**src/logic/fcs_params.svh**
```systemverilog
`ifndef FCS_PARAMS_SVH
`define FCS_PARAMS_SVH
`define FCS_CLK_NS     8
`define FCS_PROG_NS    400
`define FCS_ERASE_NS   800
`define FCS_LOCK_NS    200
`define FCS_CYC(ns)    16'((((ns) + `FCS_CLK_NS - 1) / `FCS_CLK_NS) - 1)
`define FCS_OFF_CTRL   12'h000
`define FCS_OFF_STAT   12'h004
`define FCS_OFF_FLASH  12'h100
`define FCS_OFF_END    12'h1A0
`define FCS_NBLK       10
`define FCS_NWORD      40
`define FCS_BLK_WORDS  4
`define FCS_LAST_EALL  4'h8
`define FCS_TOP_WORD   2'h3
`define FCS_STRB16     4'h3
`define FCS_CMD_ARRAY  8'hFF
`define FCS_CMD_STAT   8'h70
`define FCS_CMD_CLR    8'h50
`define FCS_CMD_PROG   8'h40
`define FCS_CMD_ERASE  8'h20
`define FCS_CMD_EALL   8'hA7
`define FCS_CMD_LOCK   8'h77
`define FCS_CMD_RLOCK  8'h71
`define FCS_CMD_GO     8'hD0
`define FCS_ERASED     16'hFFFF
`define FCS_RESP_OKAY  2'h0
`define FCS_RESP_SLV   2'h2
`endif

```
**src/logic/fcs_pkg.sv**
```systemverilog
`include "fcs_params.svh"
package fcs_pkg;
	typedef enum logic [0:0] {RD_ARRAY = 1'b0, RD_STATUS = 1'b1} fcs_rmode_e;
	typedef enum logic [2:0] {P_NONE = 3'b000, P_PROG = 3'b001, P_ERASE = 3'b010,
		P_EALL = 3'b011, P_LOCK = 3'b100, P_RLOCK = 3'b101} fcs_pend_e;
	typedef enum logic [2:0] {OP_IDLE = 3'b000, OP_PROG = 3'b001, OP_ERASE = 3'b010,
		OP_LOCK = 3'b011, OP_RLOCK = 3'b100} fcs_op_e;
	typedef struct packed {
		logic                             awready;
		logic                             wready;
		logic                             bvalid;
		logic [1:0]                       bresp;
		logic                             arready;
		logic                             rvalid;
		logic [1:0]                       rresp;
		logic [31:0]                      rdata;
		logic                             aw_held;
		logic                             w_held;
		logic [11:0]                      awaddr;
		logic [31:0]                      wdata;
		logic [3:0]                       wstrb;
		fcs_rmode_e                       rmode;
		fcs_pend_e                        pend;
		logic [5:0]                       pend_word;
		fcs_op_e                          op;
		logic                             eall;
		logic [5:0]                       op_word;
		logic [3:0]                       op_blk;
		logic [15:0]                      op_data;
		logic [15:0]                      cnt;
		logic                             ready;
		logic                             prog_err;
		logic                             erase_err;
		logic                             lock_res;
		logic                             lock_dis;
		logic                             flash_exec;
		logic [`FCS_NBLK-1:0]             lock_bits;
		logic [`FCS_NWORD-1:0][15:0]      mem;
	} fcs_state_s;
endpackage

```
**src/logic/fcs_top.sv**
```systemverilog
// Local design decisions: the AXI4-Lite interface to the registers and the address map.
`timescale 1ns/1ps
`default_nettype none
`include "fcs_params.svh"
// Contract
// - commands travel only as 16-bit writes to even user-area addresses
// - upper byte of a command write is ignored
// - code FF enters read-array mode, which persists until another command
// - after code 70 reads of the flash area return status
// - code 50 clears program and erase error flags
// - code 40 then data at same address starts auto program
// - busy/ready reads 0 during programming, 1 after
// - program error flag holds the programming outcome
// - in RAM-executed mode an operation switches reads to status; codes 71 then D0 switch reads to array instead
// - codes 20 then D0 at block top address erase that block
// - busy during erase; erase error flag reports the result
// - after erase in RAM-executed mode status reads persist
// - erase-all erases unlocked blocks 0 to 8 in turn, never block 9
// - codes 77 then D0 at same top address lock that block
// - codes 71 then D0 copy the block lock bit to the lock result
// - lock bit 0 blocks program and erase unless lock protection disabled
// - status sits on read data bits 7 down to 0
// - any error flag set refuses program, erase, erase-all, lock program
// - sequencer status is 0 during any operation, 1 when it ends
// - FF as second cycle cancels the command and enters read-array; after code 40 it is taken as program data instead
module fcs_top #(
	parameter bit FORCE_FAIL = 1'b0
) (
	input  wire logic        ref_clk_i,
	input  wire logic        sys_rst_i,
	input  wire logic [11:0] s_axi_awaddr_i,
	input  wire logic        s_axi_awvalid_i,
	output logic             s_axi_awready_o,
	input  wire logic [31:0] s_axi_wdata_i,
	input  wire logic [3:0]  s_axi_wstrb_i,
	input  wire logic        s_axi_wvalid_i,
	output logic             s_axi_wready_o,
	output logic [1:0]       s_axi_bresp_o,
	output logic             s_axi_bvalid_o,
	input  wire logic        s_axi_bready_i,
	input  wire logic [11:0] s_axi_araddr_i,
	input  wire logic        s_axi_arvalid_i,
	output logic             s_axi_arready_o,
	output logic [31:0]      s_axi_rdata_o,
	output logic [1:0]       s_axi_rresp_o,
	output logic             s_axi_rvalid_o,
	input  wire logic        s_axi_rready_i,
	output logic             busy_ready_flag_o
);
	fcs_pkg::fcs_state_s q;
	fcs_pkg::fcs_state_s next_q;
	logic [`FCS_NBLK-1:0] blk_ok;
	logic [11:0]          w_off;
	logic [11:0]          r_off;
	logic [5:0]           word;
	logic [5:0]           rword;
	logic                 in_flash;
	logic                 ar_flash;
	logic                 wr_go;
	logic                 cmd_wr;
	logic                 err;
	logic [7:0]           code;
	logic [7:0]           status_read_value;

	genvar gb;
	generate
		for (gb = 0; gb < `FCS_NBLK; gb++)
		begin : g_blk
			assign blk_ok[gb] = q.lock_dis | q.lock_bits[gb];
		end
	endgenerate

	assign w_off    = q.awaddr - `FCS_OFF_FLASH;
	assign r_off    = s_axi_araddr_i - `FCS_OFF_FLASH;
	assign word     = w_off[7:2];
	assign rword    = r_off[7:2];
	assign in_flash = q.awaddr >= `FCS_OFF_FLASH && q.awaddr < `FCS_OFF_END;
	assign ar_flash = s_axi_araddr_i >= `FCS_OFF_FLASH && s_axi_araddr_i < `FCS_OFF_END;
	assign wr_go    = q.aw_held && q.w_held && !q.bvalid;
	assign cmd_wr   = wr_go && in_flash && q.wstrb == `FCS_STRB16 && q.ready;
	assign code     = q.wdata[7:0];
	assign err      = q.prog_err | q.erase_err;
	assign status_read_value = {q.ready, 1'b0, q.erase_err, q.prog_err, 4'h0};

	always_comb
	begin
		next_q = q;
		if (s_axi_awvalid_i && q.awready)
		begin
			next_q.awready = 1'b0;
			next_q.aw_held = 1'b1;
			next_q.awaddr  = s_axi_awaddr_i;
		end
		if (s_axi_wvalid_i && q.wready)
		begin
			next_q.wready = 1'b0;
			next_q.w_held = 1'b1;
			next_q.wdata  = s_axi_wdata_i;
			next_q.wstrb  = s_axi_wstrb_i;
		end
		if (q.bvalid && s_axi_bready_i)
		begin
			next_q.bvalid  = 1'b0;
			next_q.awready = 1'b1;
			next_q.wready  = 1'b1;
		end
		if (q.op != fcs_pkg::OP_IDLE)
		begin
			if (q.cnt != 16'h0)
				next_q.cnt = q.cnt - 16'h1;
			else
			begin
				next_q.op    = fcs_pkg::OP_IDLE;
				next_q.ready = 1'b1;
				case (q.op)
					fcs_pkg::OP_PROG:
						if (FORCE_FAIL)
							next_q.prog_err = 1'b1;
						else
							next_q.mem[q.op_word] = q.mem[q.op_word] & q.op_data;
					fcs_pkg::OP_ERASE:
					begin
						if (FORCE_FAIL)
							next_q.erase_err = 1'b1;
						else if (blk_ok[q.op_blk])
						begin
							for (int i = 0; i < `FCS_BLK_WORDS; i++)
								next_q.mem[{q.op_blk, 2'(i)}] = `FCS_ERASED;
							next_q.lock_bits[q.op_blk] = 1'b1;
						end
						if (q.eall && q.op_blk != `FCS_LAST_EALL)
						begin
							next_q.op     = fcs_pkg::OP_ERASE;
							next_q.ready  = 1'b0;
							next_q.op_blk = q.op_blk + 4'h1;
							next_q.cnt    = `FCS_CYC(`FCS_ERASE_NS);
						end
					end
					fcs_pkg::OP_LOCK:
						next_q.lock_bits[q.op_blk] = 1'b0;
					fcs_pkg::OP_RLOCK:
						next_q.lock_res = q.lock_bits[q.op_blk];
					default:
						next_q.ready = 1'b1;
				endcase
			end
		end
		if (wr_go)
		begin
			next_q.aw_held = 1'b0;
			next_q.w_held  = 1'b0;
			next_q.bvalid  = 1'b1;
			next_q.bresp   = `FCS_RESP_OKAY;
			if (q.awaddr == `FCS_OFF_CTRL)
			begin
				if (q.wstrb[0])
				begin
					next_q.lock_dis   = q.wdata[0];
					next_q.flash_exec = q.wdata[1];
				end
			end
			else if (q.awaddr != `FCS_OFF_STAT && !(in_flash && q.wstrb == `FCS_STRB16))
				next_q.bresp = `FCS_RESP_SLV;
		end
		if (cmd_wr)
		begin
			if (q.pend == fcs_pkg::P_NONE)
			begin
				case (code)
					`FCS_CMD_ARRAY: next_q.rmode = fcs_pkg::RD_ARRAY;
					`FCS_CMD_STAT:  next_q.rmode = fcs_pkg::RD_STATUS;
					`FCS_CMD_CLR:
					begin
						next_q.prog_err  = 1'b0;
						next_q.erase_err = 1'b0;
					end
					`FCS_CMD_PROG:  if (!err) next_q.pend = fcs_pkg::P_PROG;
					`FCS_CMD_ERASE: if (!err) next_q.pend = fcs_pkg::P_ERASE;
					`FCS_CMD_EALL:  if (!err) next_q.pend = fcs_pkg::P_EALL;
					`FCS_CMD_LOCK:  if (!err) next_q.pend = fcs_pkg::P_LOCK;
					`FCS_CMD_RLOCK: next_q.pend = fcs_pkg::P_RLOCK;
					default:
					begin
						next_q.prog_err  = 1'b1;
						next_q.erase_err = 1'b1;
					end
				endcase
				next_q.pend_word = word;
			end
			else
			begin
				next_q.pend    = fcs_pkg::P_NONE;
				next_q.op_word = word;
				next_q.op_blk  = word[5:2];
				next_q.op_data = q.wdata[15:0];
				next_q.eall    = 1'b0;
				if (q.pend == fcs_pkg::P_PROG)
				begin
					if (word != q.pend_word)
					begin
						next_q.prog_err  = 1'b1;
						next_q.erase_err = 1'b1;
					end
					else if (!blk_ok[word[5:2]])
						next_q.prog_err = 1'b1;
					else
					begin
						next_q.op  = fcs_pkg::OP_PROG;
						next_q.cnt = `FCS_CYC(`FCS_PROG_NS);
					end
				end
				else if (code == `FCS_CMD_ARRAY)
					next_q.rmode = fcs_pkg::RD_ARRAY;
				else if (code != `FCS_CMD_GO || (q.pend != fcs_pkg::P_EALL
					&& word[1:0] != `FCS_TOP_WORD)
					|| (q.pend == fcs_pkg::P_LOCK && word != q.pend_word))
				begin
					next_q.prog_err  = 1'b1;
					next_q.erase_err = 1'b1;
				end
				else
					case (q.pend)
						fcs_pkg::P_ERASE:
							if (!blk_ok[word[5:2]])
								next_q.erase_err = 1'b1;
							else
							begin
								next_q.op  = fcs_pkg::OP_ERASE;
								next_q.cnt = `FCS_CYC(`FCS_ERASE_NS);
							end
						fcs_pkg::P_EALL:
						begin
							next_q.op     = fcs_pkg::OP_ERASE;
							next_q.eall   = 1'b1;
							next_q.op_blk = 4'h0;
							next_q.cnt    = `FCS_CYC(`FCS_ERASE_NS);
						end
						fcs_pkg::P_LOCK:
						begin
							next_q.op  = fcs_pkg::OP_LOCK;
							next_q.cnt = `FCS_CYC(`FCS_LOCK_NS);
						end
						fcs_pkg::P_RLOCK:
						begin
							next_q.op    = fcs_pkg::OP_RLOCK;
							next_q.cnt   = `FCS_CYC(`FCS_LOCK_NS);
							next_q.rmode = fcs_pkg::RD_ARRAY;
						end
						default:
							next_q.op = fcs_pkg::OP_IDLE;
					endcase
				if (next_q.op != fcs_pkg::OP_IDLE)
				begin
					next_q.ready = 1'b0;
					if (!q.flash_exec && next_q.op != fcs_pkg::OP_RLOCK)
						next_q.rmode = fcs_pkg::RD_STATUS;
				end
			end
		end
		if (s_axi_arvalid_i && q.arready)
		begin
			next_q.arready = 1'b0;
			next_q.rvalid  = 1'b1;
			next_q.rresp   = `FCS_RESP_OKAY;
			next_q.rdata   = 32'h0;
			if (s_axi_araddr_i == `FCS_OFF_CTRL)
				next_q.rdata = {30'h0, q.flash_exec, q.lock_dis};
			else if (s_axi_araddr_i == `FCS_OFF_STAT)
				next_q.rdata = {28'h0, q.lock_res, q.erase_err, q.prog_err, q.ready};
			else if (ar_flash && q.rmode == fcs_pkg::RD_STATUS)
				next_q.rdata = {24'h0, status_read_value};
			else if (ar_flash)
				next_q.rdata = {16'h0, q.mem[rword]};
			else
				next_q.rresp = `FCS_RESP_SLV;
		end
		if (q.rvalid && s_axi_rready_i)
		begin
			next_q.rvalid  = 1'b0;
			next_q.arready = 1'b1;
		end
	end

	always_ff @(posedge ref_clk_i)
	begin
		if (sys_rst_i)
		begin
			q           <= '0;
			q.awready   <= 1'b1;
			q.wready    <= 1'b1;
			q.arready   <= 1'b1;
			q.ready     <= 1'b1;
			q.lock_bits <= '1;
			q.mem       <= '1;
		end
		else
			q <= next_q;
	end

	assign s_axi_awready_o   = q.awready;
	assign s_axi_wready_o    = q.wready;
	assign s_axi_bvalid_o    = q.bvalid;
	assign s_axi_bresp_o     = q.bresp;
	assign s_axi_arready_o   = q.arready;
	assign s_axi_rvalid_o    = q.rvalid;
	assign s_axi_rresp_o     = q.rresp;
	assign s_axi_rdata_o     = q.rdata;
	assign busy_ready_flag_o = q.ready;
endmodule
`default_nettype wire

```
**config.mk**
```make
export PLATFORM = sky130hd
export DESIGN_NAME = fcs_top
export DESIGN_NICKNAME = d
export VERILOG_FILES = /design/src/logic/fcs_pkg.sv /design/src/logic/fcs_top.sv
export VERILOG_INCLUDE_DIRS = /design/src /design/src/logic
export SDC_FILE = /design/constraint.sdc
export NUM_CORES = 2
export LEC_CHECK = 0
export ABC_CLOCK_PERIOD_IN_PS = 5200
export BUFFER_PORTS_ARGS = -buffer_cell sky130_fd_sc_hd__buf_2
export CELL_PAD_IN_SITES_DETAIL_PLACEMENT = 1
export CELL_PAD_IN_SITES_GLOBAL_PLACEMENT = 1
export CORE_MARGIN = 2
export CORE_UTILIZATION = 48
export DETAILED_ROUTE_END_ITERATION = 12
export PLACE_DENSITY = 0.8
export SLEW_MARGIN = 20
export SYNTH_ARGS = -nofsm -noshare
export SYNTH_HDL_FRONTEND = slang
export SYNTH_SLANG_ARGS = --single-unit
```
**constraint.sdc**
```tcl
create_clock -name ref_clk_i -period 5.2 [get_ports ref_clk_i]
set_clock_uncertainty 0.2 [all_clocks]
set_input_delay 0.26 -clock ref_clk_i [delete_from_list [all_inputs] [get_ports ref_clk_i]]
set_output_delay 0.26 -clock ref_clk_i [all_outputs]
set_load 0.1 [all_outputs]
```
# ---- Word level (Yosys, flattened, before mapping)
# Index checks and enable logic that the tools add are counted.
dict set report word_totals {
  out_inout_bits 42
  ff_bits 787
  wordCells 306
}
dict set report op_classes {
  n_lt_le_gt_ge 18
  n_eq_ne 38
  n_reduce_logical 56
  mux 100
  n_bitwise 21
  n_addsub 4
}
# op count
set ops {}
lappend ops {{one-hot mux 640 bit (2 select lines)} 1}
lappend ops {{two-way mux 650 bit} 1}
lappend ops {{bitwise mux 640 bit} 1}
lappend ops {{bitwise OR 640 x 592 -> 640 bit} 1}
lappend ops {{bitwise OR 640 x 608 -> 640 bit} 1}
lappend ops {{bitwise OR 640 x 624 -> 640 bit} 1}
lappend ops {{bitwise OR 640 bit} 1}
lappend ops {{two-way mux 16 bit} 19}
lappend ops {{demux 16 bit (select 4 bit)} 4}
lappend ops {{binary-select mux 16 bit (select 6 bit)} 2}
lappend ops {{demux 16 bit (select 6 bit)} 1}
lappend ops {{two-way mux 49 bit} 1}
lappend ops {{one-hot mux 16 bit (3 select lines)} 1}
lappend ops {{two-way mux 47 bit} 1}
lappend ops {{two-way mux 4 bit} 11}
lappend ops {{< comparator 6 x 7 -> 1 bit (second input constant)} 6}
lappend ops {{equality test 8 x 7 -> 1 bit (second input constant)} 5}
lappend ops {{two-way mux 3 bit} 13}
lappend ops {{two-way mux 17 bit} 2}
lappend ops {{greater-or-equal comparator 6 x 1 -> 1 bit (second input constant)} 5}
lappend ops {{logical AND 1 bit} 25}
lappend ops {{greater-or-equal comparator 12 x 9 -> 1 bit (second input constant)} 2}
lappend ops {{zero test 12 bit} 2}
lappend ops {{< comparator 12 x 9 -> 1 bit (second input constant)} 2}
lappend ops {{51 further kinds} 128}

# ---- Logic depth before layout (Yosys ltp)
dict set report depth {
  ltp_word 18
  depth_mapped 13
}

# ---- Least setup slack after synthesis
# Ideal clock, no wire load.
dict set report synth_path {
  path_type {register to register}
  startpoint {reg q[692] in the netlist's numbering}
  endpoint {reg q[164] in the netlist's numbering}
  n_path_buf 5
  period_less_slack_ps 3064
  t_arrival_ps 2728
  path_slack_ps 2136
  stages_incl_launch_ff 11
  required_time_ps 4864
  setup_ps 136
  cell_sequence {dfxtp_1 buf_2 buf_2 buf_2 buf_4 mux2_2 a222oi_1 o22ai_1 o31ai_1 clkbuf_1 a21oi_1}
}
dict set report synth_via {
  elab_chain_cells 6
  word_cells_on_any_way 10
}
# element line
set synth_lines {}
lappend synth_lines {{start: declaration} fcs_top.sv:50} ;# fcs_pkg::fcs_state_s q;
lappend synth_lines {{start signal: assignment} fcs_top.sv:297} ;# q <= next_q;
lappend synth_lines {{< comparator 6 x 7 -> 1 bit (not written as such) / greater-or-equal comparator 6 x 1 -> 1 bit (equally long branches)} fcs_top.sv:120} ;# next_q.mem[q.op_word] = q.mem[q.op_word] & q.op_data;
lappend synth_lines {{logical AND 1 bit (not written as such)} fcs_top.sv:120}
lappend synth_lines {{two-way mux 16 bit (not written as such)} fcs_top.sv:120}
lappend synth_lines {{demux 16 bit (select 6 bit)} fcs_top.sv:120}
lappend synth_lines {{bitwise mux 640 bit (*)} fcs_top.sv:120}
lappend synth_lines {{one-hot mux 640 bit (2 select lines) (*)} fcs_top.sv:115} ;# case (q.op)
# Mark *: on every way between the ends. The rest lies on a longest branch, timed or not. The select of a mux whose other input is x is not followed.
# A chain may end at the register's enable or synchronous reset.

# ---- Worst setup path in the final report
dict set report layout_path {
  startpoint {reg q[694] in the netlist's numbering}
  endpoint {reg q[109] in the netlist's numbering}
}
# Same word-level chain as after synthesis.

==> impl_metrics.env <==
export IMPL_placementRows=106
export IMPL_post_synth_cell_area_avg_um2=9.173
export IMPL_die_height_um=293.5
export IMPL_worst_hold_path_type="primary input to flop"
export IMPL_grt_overflow_total=0
export IMPL_post_synthesis_cell_area_um2=40240
export IMPL_yosysSeqAreaShare_pct=38.26
export IMPL_actual_slew_at_the_worst_max_slew_pin_ns=1.296
export IMPL_ant_nets=0
export IMPL_clkPwrFrac_pct=49.8
export IMPL_worst_path_buf_inv=1
export IMPL_fin_cells=5547
export IMPL_internal_power_w=0.009901
export IMPL_drt_met1_wl_mm=66.70
export IMPL_net_switching_component_of_the_power_w=0.003272
export IMPL_final_hold_violation_count=0
export IMPL_ys_types=95
export IMPL_finalCriticalPeriod_ns=4.472
export IMPL_dominant_cell_type_by_area_after_synthesis="sky130_fd_sc_hd__dfxtp_1"
export IMPL_cts_h_tree_depth=3
export IMPL_grt_start_max_net_pins=77
export IMPL_nNetsFinal=4464
export IMPL_yosys_top_cell_area_share_pct=38.26
export IMPL_maxSlewViolCount=0
export IMPL_timing_critical_path_arrival_ns=4.86
export IMPL_fin_tns_setup_ns=0
export IMPL_outcome="completed"
export IMPL_slew_limit_headroom_pct=13.30
export IMPL_floorplan_initialDensity_pct=48.31
export IMPL_grt_usage_pct=44.54
export IMPL_cp_cell_sequence="buf_4 > and3b_2 > nand2_1 > a2111oi_2 > or2_2 > nor2_1 > a21oi_1"
export IMPL_power_density_nw_per_um2=290.0
export IMPL_combPwrFrac_pct=5.1
export IMPL_setup_fix_buffers_added_after_clock_tree_synthesis=0
export IMPL_io_pins=109
export IMPL_detailedRoute_firstIterationViolations=6357
export IMPL_worst_setup_path_start_kind="flop"
export IMPL_initial_antenna_violation_count=18
export IMPL_postSynthRegisterBits=769
export IMPL_synthesis_yosys_warnings=0
export IMPL_design_die_area_um2=86170
export IMPL_switching_share_of_total_power_pct=24.84
export IMPL_delay_of_the_slowest_cell_on_the_worst_path_ns=0.91
export IMPL_count_of_flip_flops_with_a_built_in_enable_after_synthesis=0
export IMPL_first_global_vias=41823
export IMPL_critPathSlowestCell="sky130_fd_sc_hd__and3b_2"
export IMPL_gp_routability_congestion=0.9937
export IMPL_max_freq_mhz=223.6
export IMPL_required_ns=5.59
export IMPL_post_synth_main_area_contributors="sky130_fd_sc_hd__dfxtp_1 (38%), sky130_fd_sc_hd__mux4_2 (13%), sky130_fd_sc_hd__a21oi_1 (6.4%), sky130_fd_sc_hd__nor2_1 (4.7%), sky130_fd_sc_hd__nand2_1 (3.5%)"
export IMPL_route_vias_total=41402
export IMPL_cts_root_buffer="sky130_fd_sc_hd__clkbuf_16"
export IMPL_yosys_cell_count_top_type="sky130_fd_sc_hd__dfxtp_1"
export IMPL_clock_sinks=769
export IMPL_grt_setup_unrepaired="no"
export IMPL_setup_violations=0
export IMPL_clock_pin_slew_on_the_worst_setup_and_hold_paths_ns=0.06
export IMPL_worstSetupPathType="flop to flop"
export IMPL_top_layer_used="met5"
export IMPL_routed_wirelength_mm=194.6
export IMPL_post_drt_via_cell_ratio=7.464
export IMPL_sequentialPowerShare_pct=45.1
export IMPL_met2WireLength_mm=81.71
export IMPL_total_leakage_power_nw=14.90
export IMPL_post_route_drc_count=0
export IMPL_yosys_top_cells_count="sky130_fd_sc_hd__dfxtp_1 (769), sky130_fd_sc_hd__a21oi_1 (513), sky130_fd_sc_hd__nor2_1 (499)"
export IMPL_fraction_of_final_layout_cells_with_drive_strength_greater_than_1_pct=19.47
export IMPL_route_met3_wl_mm=27.59
export IMPL_cap_viol_max_count=0
export IMPL_dp_cells=5334
export IMPL_tritoncts_num_buffers=86
export IMPL_critical_path_endpoint_type="flop"
export IMPL_fp_coreArea_um2=83290
export IMPL_postSynth_topFlopCell="sky130_fd_sc_hd__dfxtp_1"
export IMPL_grt_first_pass_wirelength_mm=283.9
export IMPL_port_buffer_count=74
export IMPL_post_synthesis_cells=4387
export IMPL_wire_per_inst_um=35.09
export IMPL_ys_async_sr_fraction_pct=0
export IMPL_post_route_period_util_pct=86.00
export IMPL_path_max_fanout=41
export IMPL_peakVddDrop_uv=256.4
export IMPL_first_pass_iters=8
export IMPL_insertion_delay_ns=0.70
export IMPL_clock_path_buffers=3
export IMPL_tritoncts_clock_tree="done"
export IMPL_die_width_um=293.5
export IMPL_dp_final_hpwl_mm=133.1
export IMPL_critPathTopFamily="simple AND/OR/NAND/NOR gates"
export IMPL_area_delta_synth_final_pct=12.90
==> metrics by stage <==
stage               cell area (um2)  utilization [%]  power, W  hold slack, ns  worst slack (ns)
floorplan                     40300                -  0.006507          0.1604             2.136
global placement              41960            50.37  0.006678          0.2369             1.115
detailed placement            41960            50.37  0.006687          0.2481            0.9694
CTS                           45400            54.51   0.01311          0.1379            0.9253
global route                  45410            54.52   0.01341          0.1862            0.8021
finish                        45430            54.55   0.01317          0.1673            0.7280
==> cell usage in the layout (no fill, tap or decap), types with 22 or more instances in the layout <==
master                          netlist  routed
sky130_fd_sc_hd__a21oi_1            513     513
sky130_fd_sc_hd__clkbuf_16            0      87
sky130_fd_sc_hd__buf_2               97      71
sky130_fd_sc_hd__mux4_2             238     238
sky130_fd_sc_hd__a221oi_1            50      50
sky130_fd_sc_hd__a221o_1             23      23
sky130_fd_sc_hd__dfxtp_1            769     764
sky130_fd_sc_hd__o22ai_1             30      30
sky130_fd_sc_hd__a311o_1             25      25
sky130_fd_sc_hd__dlygate4sd3_1        0      48
sky130_fd_sc_hd__nand3_1            135     135
sky130_fd_sc_hd__nand2_1            370     369
sky130_fd_sc_hd__nor3_1             134     131
sky130_fd_sc_hd__inv_1               27      24
sky130_fd_sc_hd__nor4_1              51      51
sky130_fd_sc_hd__a2bb2oi_1          105     105
sky130_fd_sc_hd__mux2_2              77      77
sky130_fd_sc_hd__buf_4               46     185
sky130_fd_sc_hd__a22oi_1             83      82
sky130_fd_sc_hd__o21a_1              22      22
sky130_fd_sc_hd__mux2i_1             64      63
sky130_fd_sc_hd__o211ai_1            72      72
sky130_fd_sc_hd__a31oi_1             47      46
sky130_fd_sc_hd__o21ai_0            174     174
sky130_fd_sc_hd__nor2_1             499     495
sky130_fd_sc_hd__nand2b_1            27      27
sky130_fd_sc_hd__clkbuf_8             0      23
==> sequential cells by signal (all words and copies together) (netlist names), named ones only <==
signal	count
busy_ready_flag_o	1
s_axi_bvalid_o	1
s_axi_rdata_o	16
s_axi_awready_o	1
code	8
s_axi_bresp_o	1
s_axi_rvalid_o	1
s_axi_rresp_o	1
s_axi_arready_o	1
s_axi_wready_o	1
q	727
==> per-layer routing <==
layer | GRT usage (%) | vias to the layer above
met5 | 1.758 | -
met1 | 51.98 | 20432
li1 | - | 16512
met4 | 33.75 | 22
met3 | 18.02 | 1097
met2 | 65.27 | 3339
==> kinds of logic (layout without fill, tap and decap cells) <==
family,after synthesis,after routing,share of synthesized area [%]
AOI/OAI and AO/OA,1356,1356,22.48
xor gates and xnor gates,20,20,0.4353
adders and majority gates,7,7,0.2176
buffers and inverters,449,503,5.068
DFF,769,769,38.26
muxes,380,380,17.13
other,1,27,0.009319
and+or+nand+nor,1405,1405,16.40
==> power groups by stage <==
stage               Sequential, W  Combinational [W]  Clock [W]
global placement          0.00607           0.000609          0
finish                    0.00594           0.000677    0.00656
floorplan                 0.00607           0.000433          0
detailed placement        0.00607           0.000617          0
global route              0.00594           0.000693    0.00678
CTS                       0.00594           0.000648    0.00652
==> tightest hold or removal path, stage by stage <==
cell and delay [ns]:
sky130_fd_sc_hd__buf_2 0.08, sky130_fd_sc_hd__nor3_1 0.05, sky130_fd_sc_hd__and3_1 0.23, sky130_fd_sc_hd__a32oi_1 0.28
sky130_fd_sc_hd__a31oi_1 0.11
==> final cells by class <==
cell class                 count  area, um2
clock buffer                 122       2529
sequential                   769      15410
multi-input combinational   3186      23050
fill                        9391      37860
timing repair buffer         320       2525
antenna                        9      22.52
inverter                      27      106.4
tap                         1080       1351
clock inverter                34      439.2
==> timing repair <==
item / in CTS / in global routing
setup endpoints to repair: 0 / 0
hold buffers: 48 / 0
endpoints found under the hold margin: 53 / 0
gates resized for setup: 0 / 0
==> final timing paths <==
check,start,end,slack (ns),depth (start not counted)
setup / recovery,q[694],q[109],0.73,7
hold / removal,s_axi_araddr_i[9],s_axi_rdata_o[3],0.17,5
setup reg to reg,q[694],q[109],0.73,7
hold reg to reg,q[726],q[726],0.25,2
(Power assumes the default switching activity.)
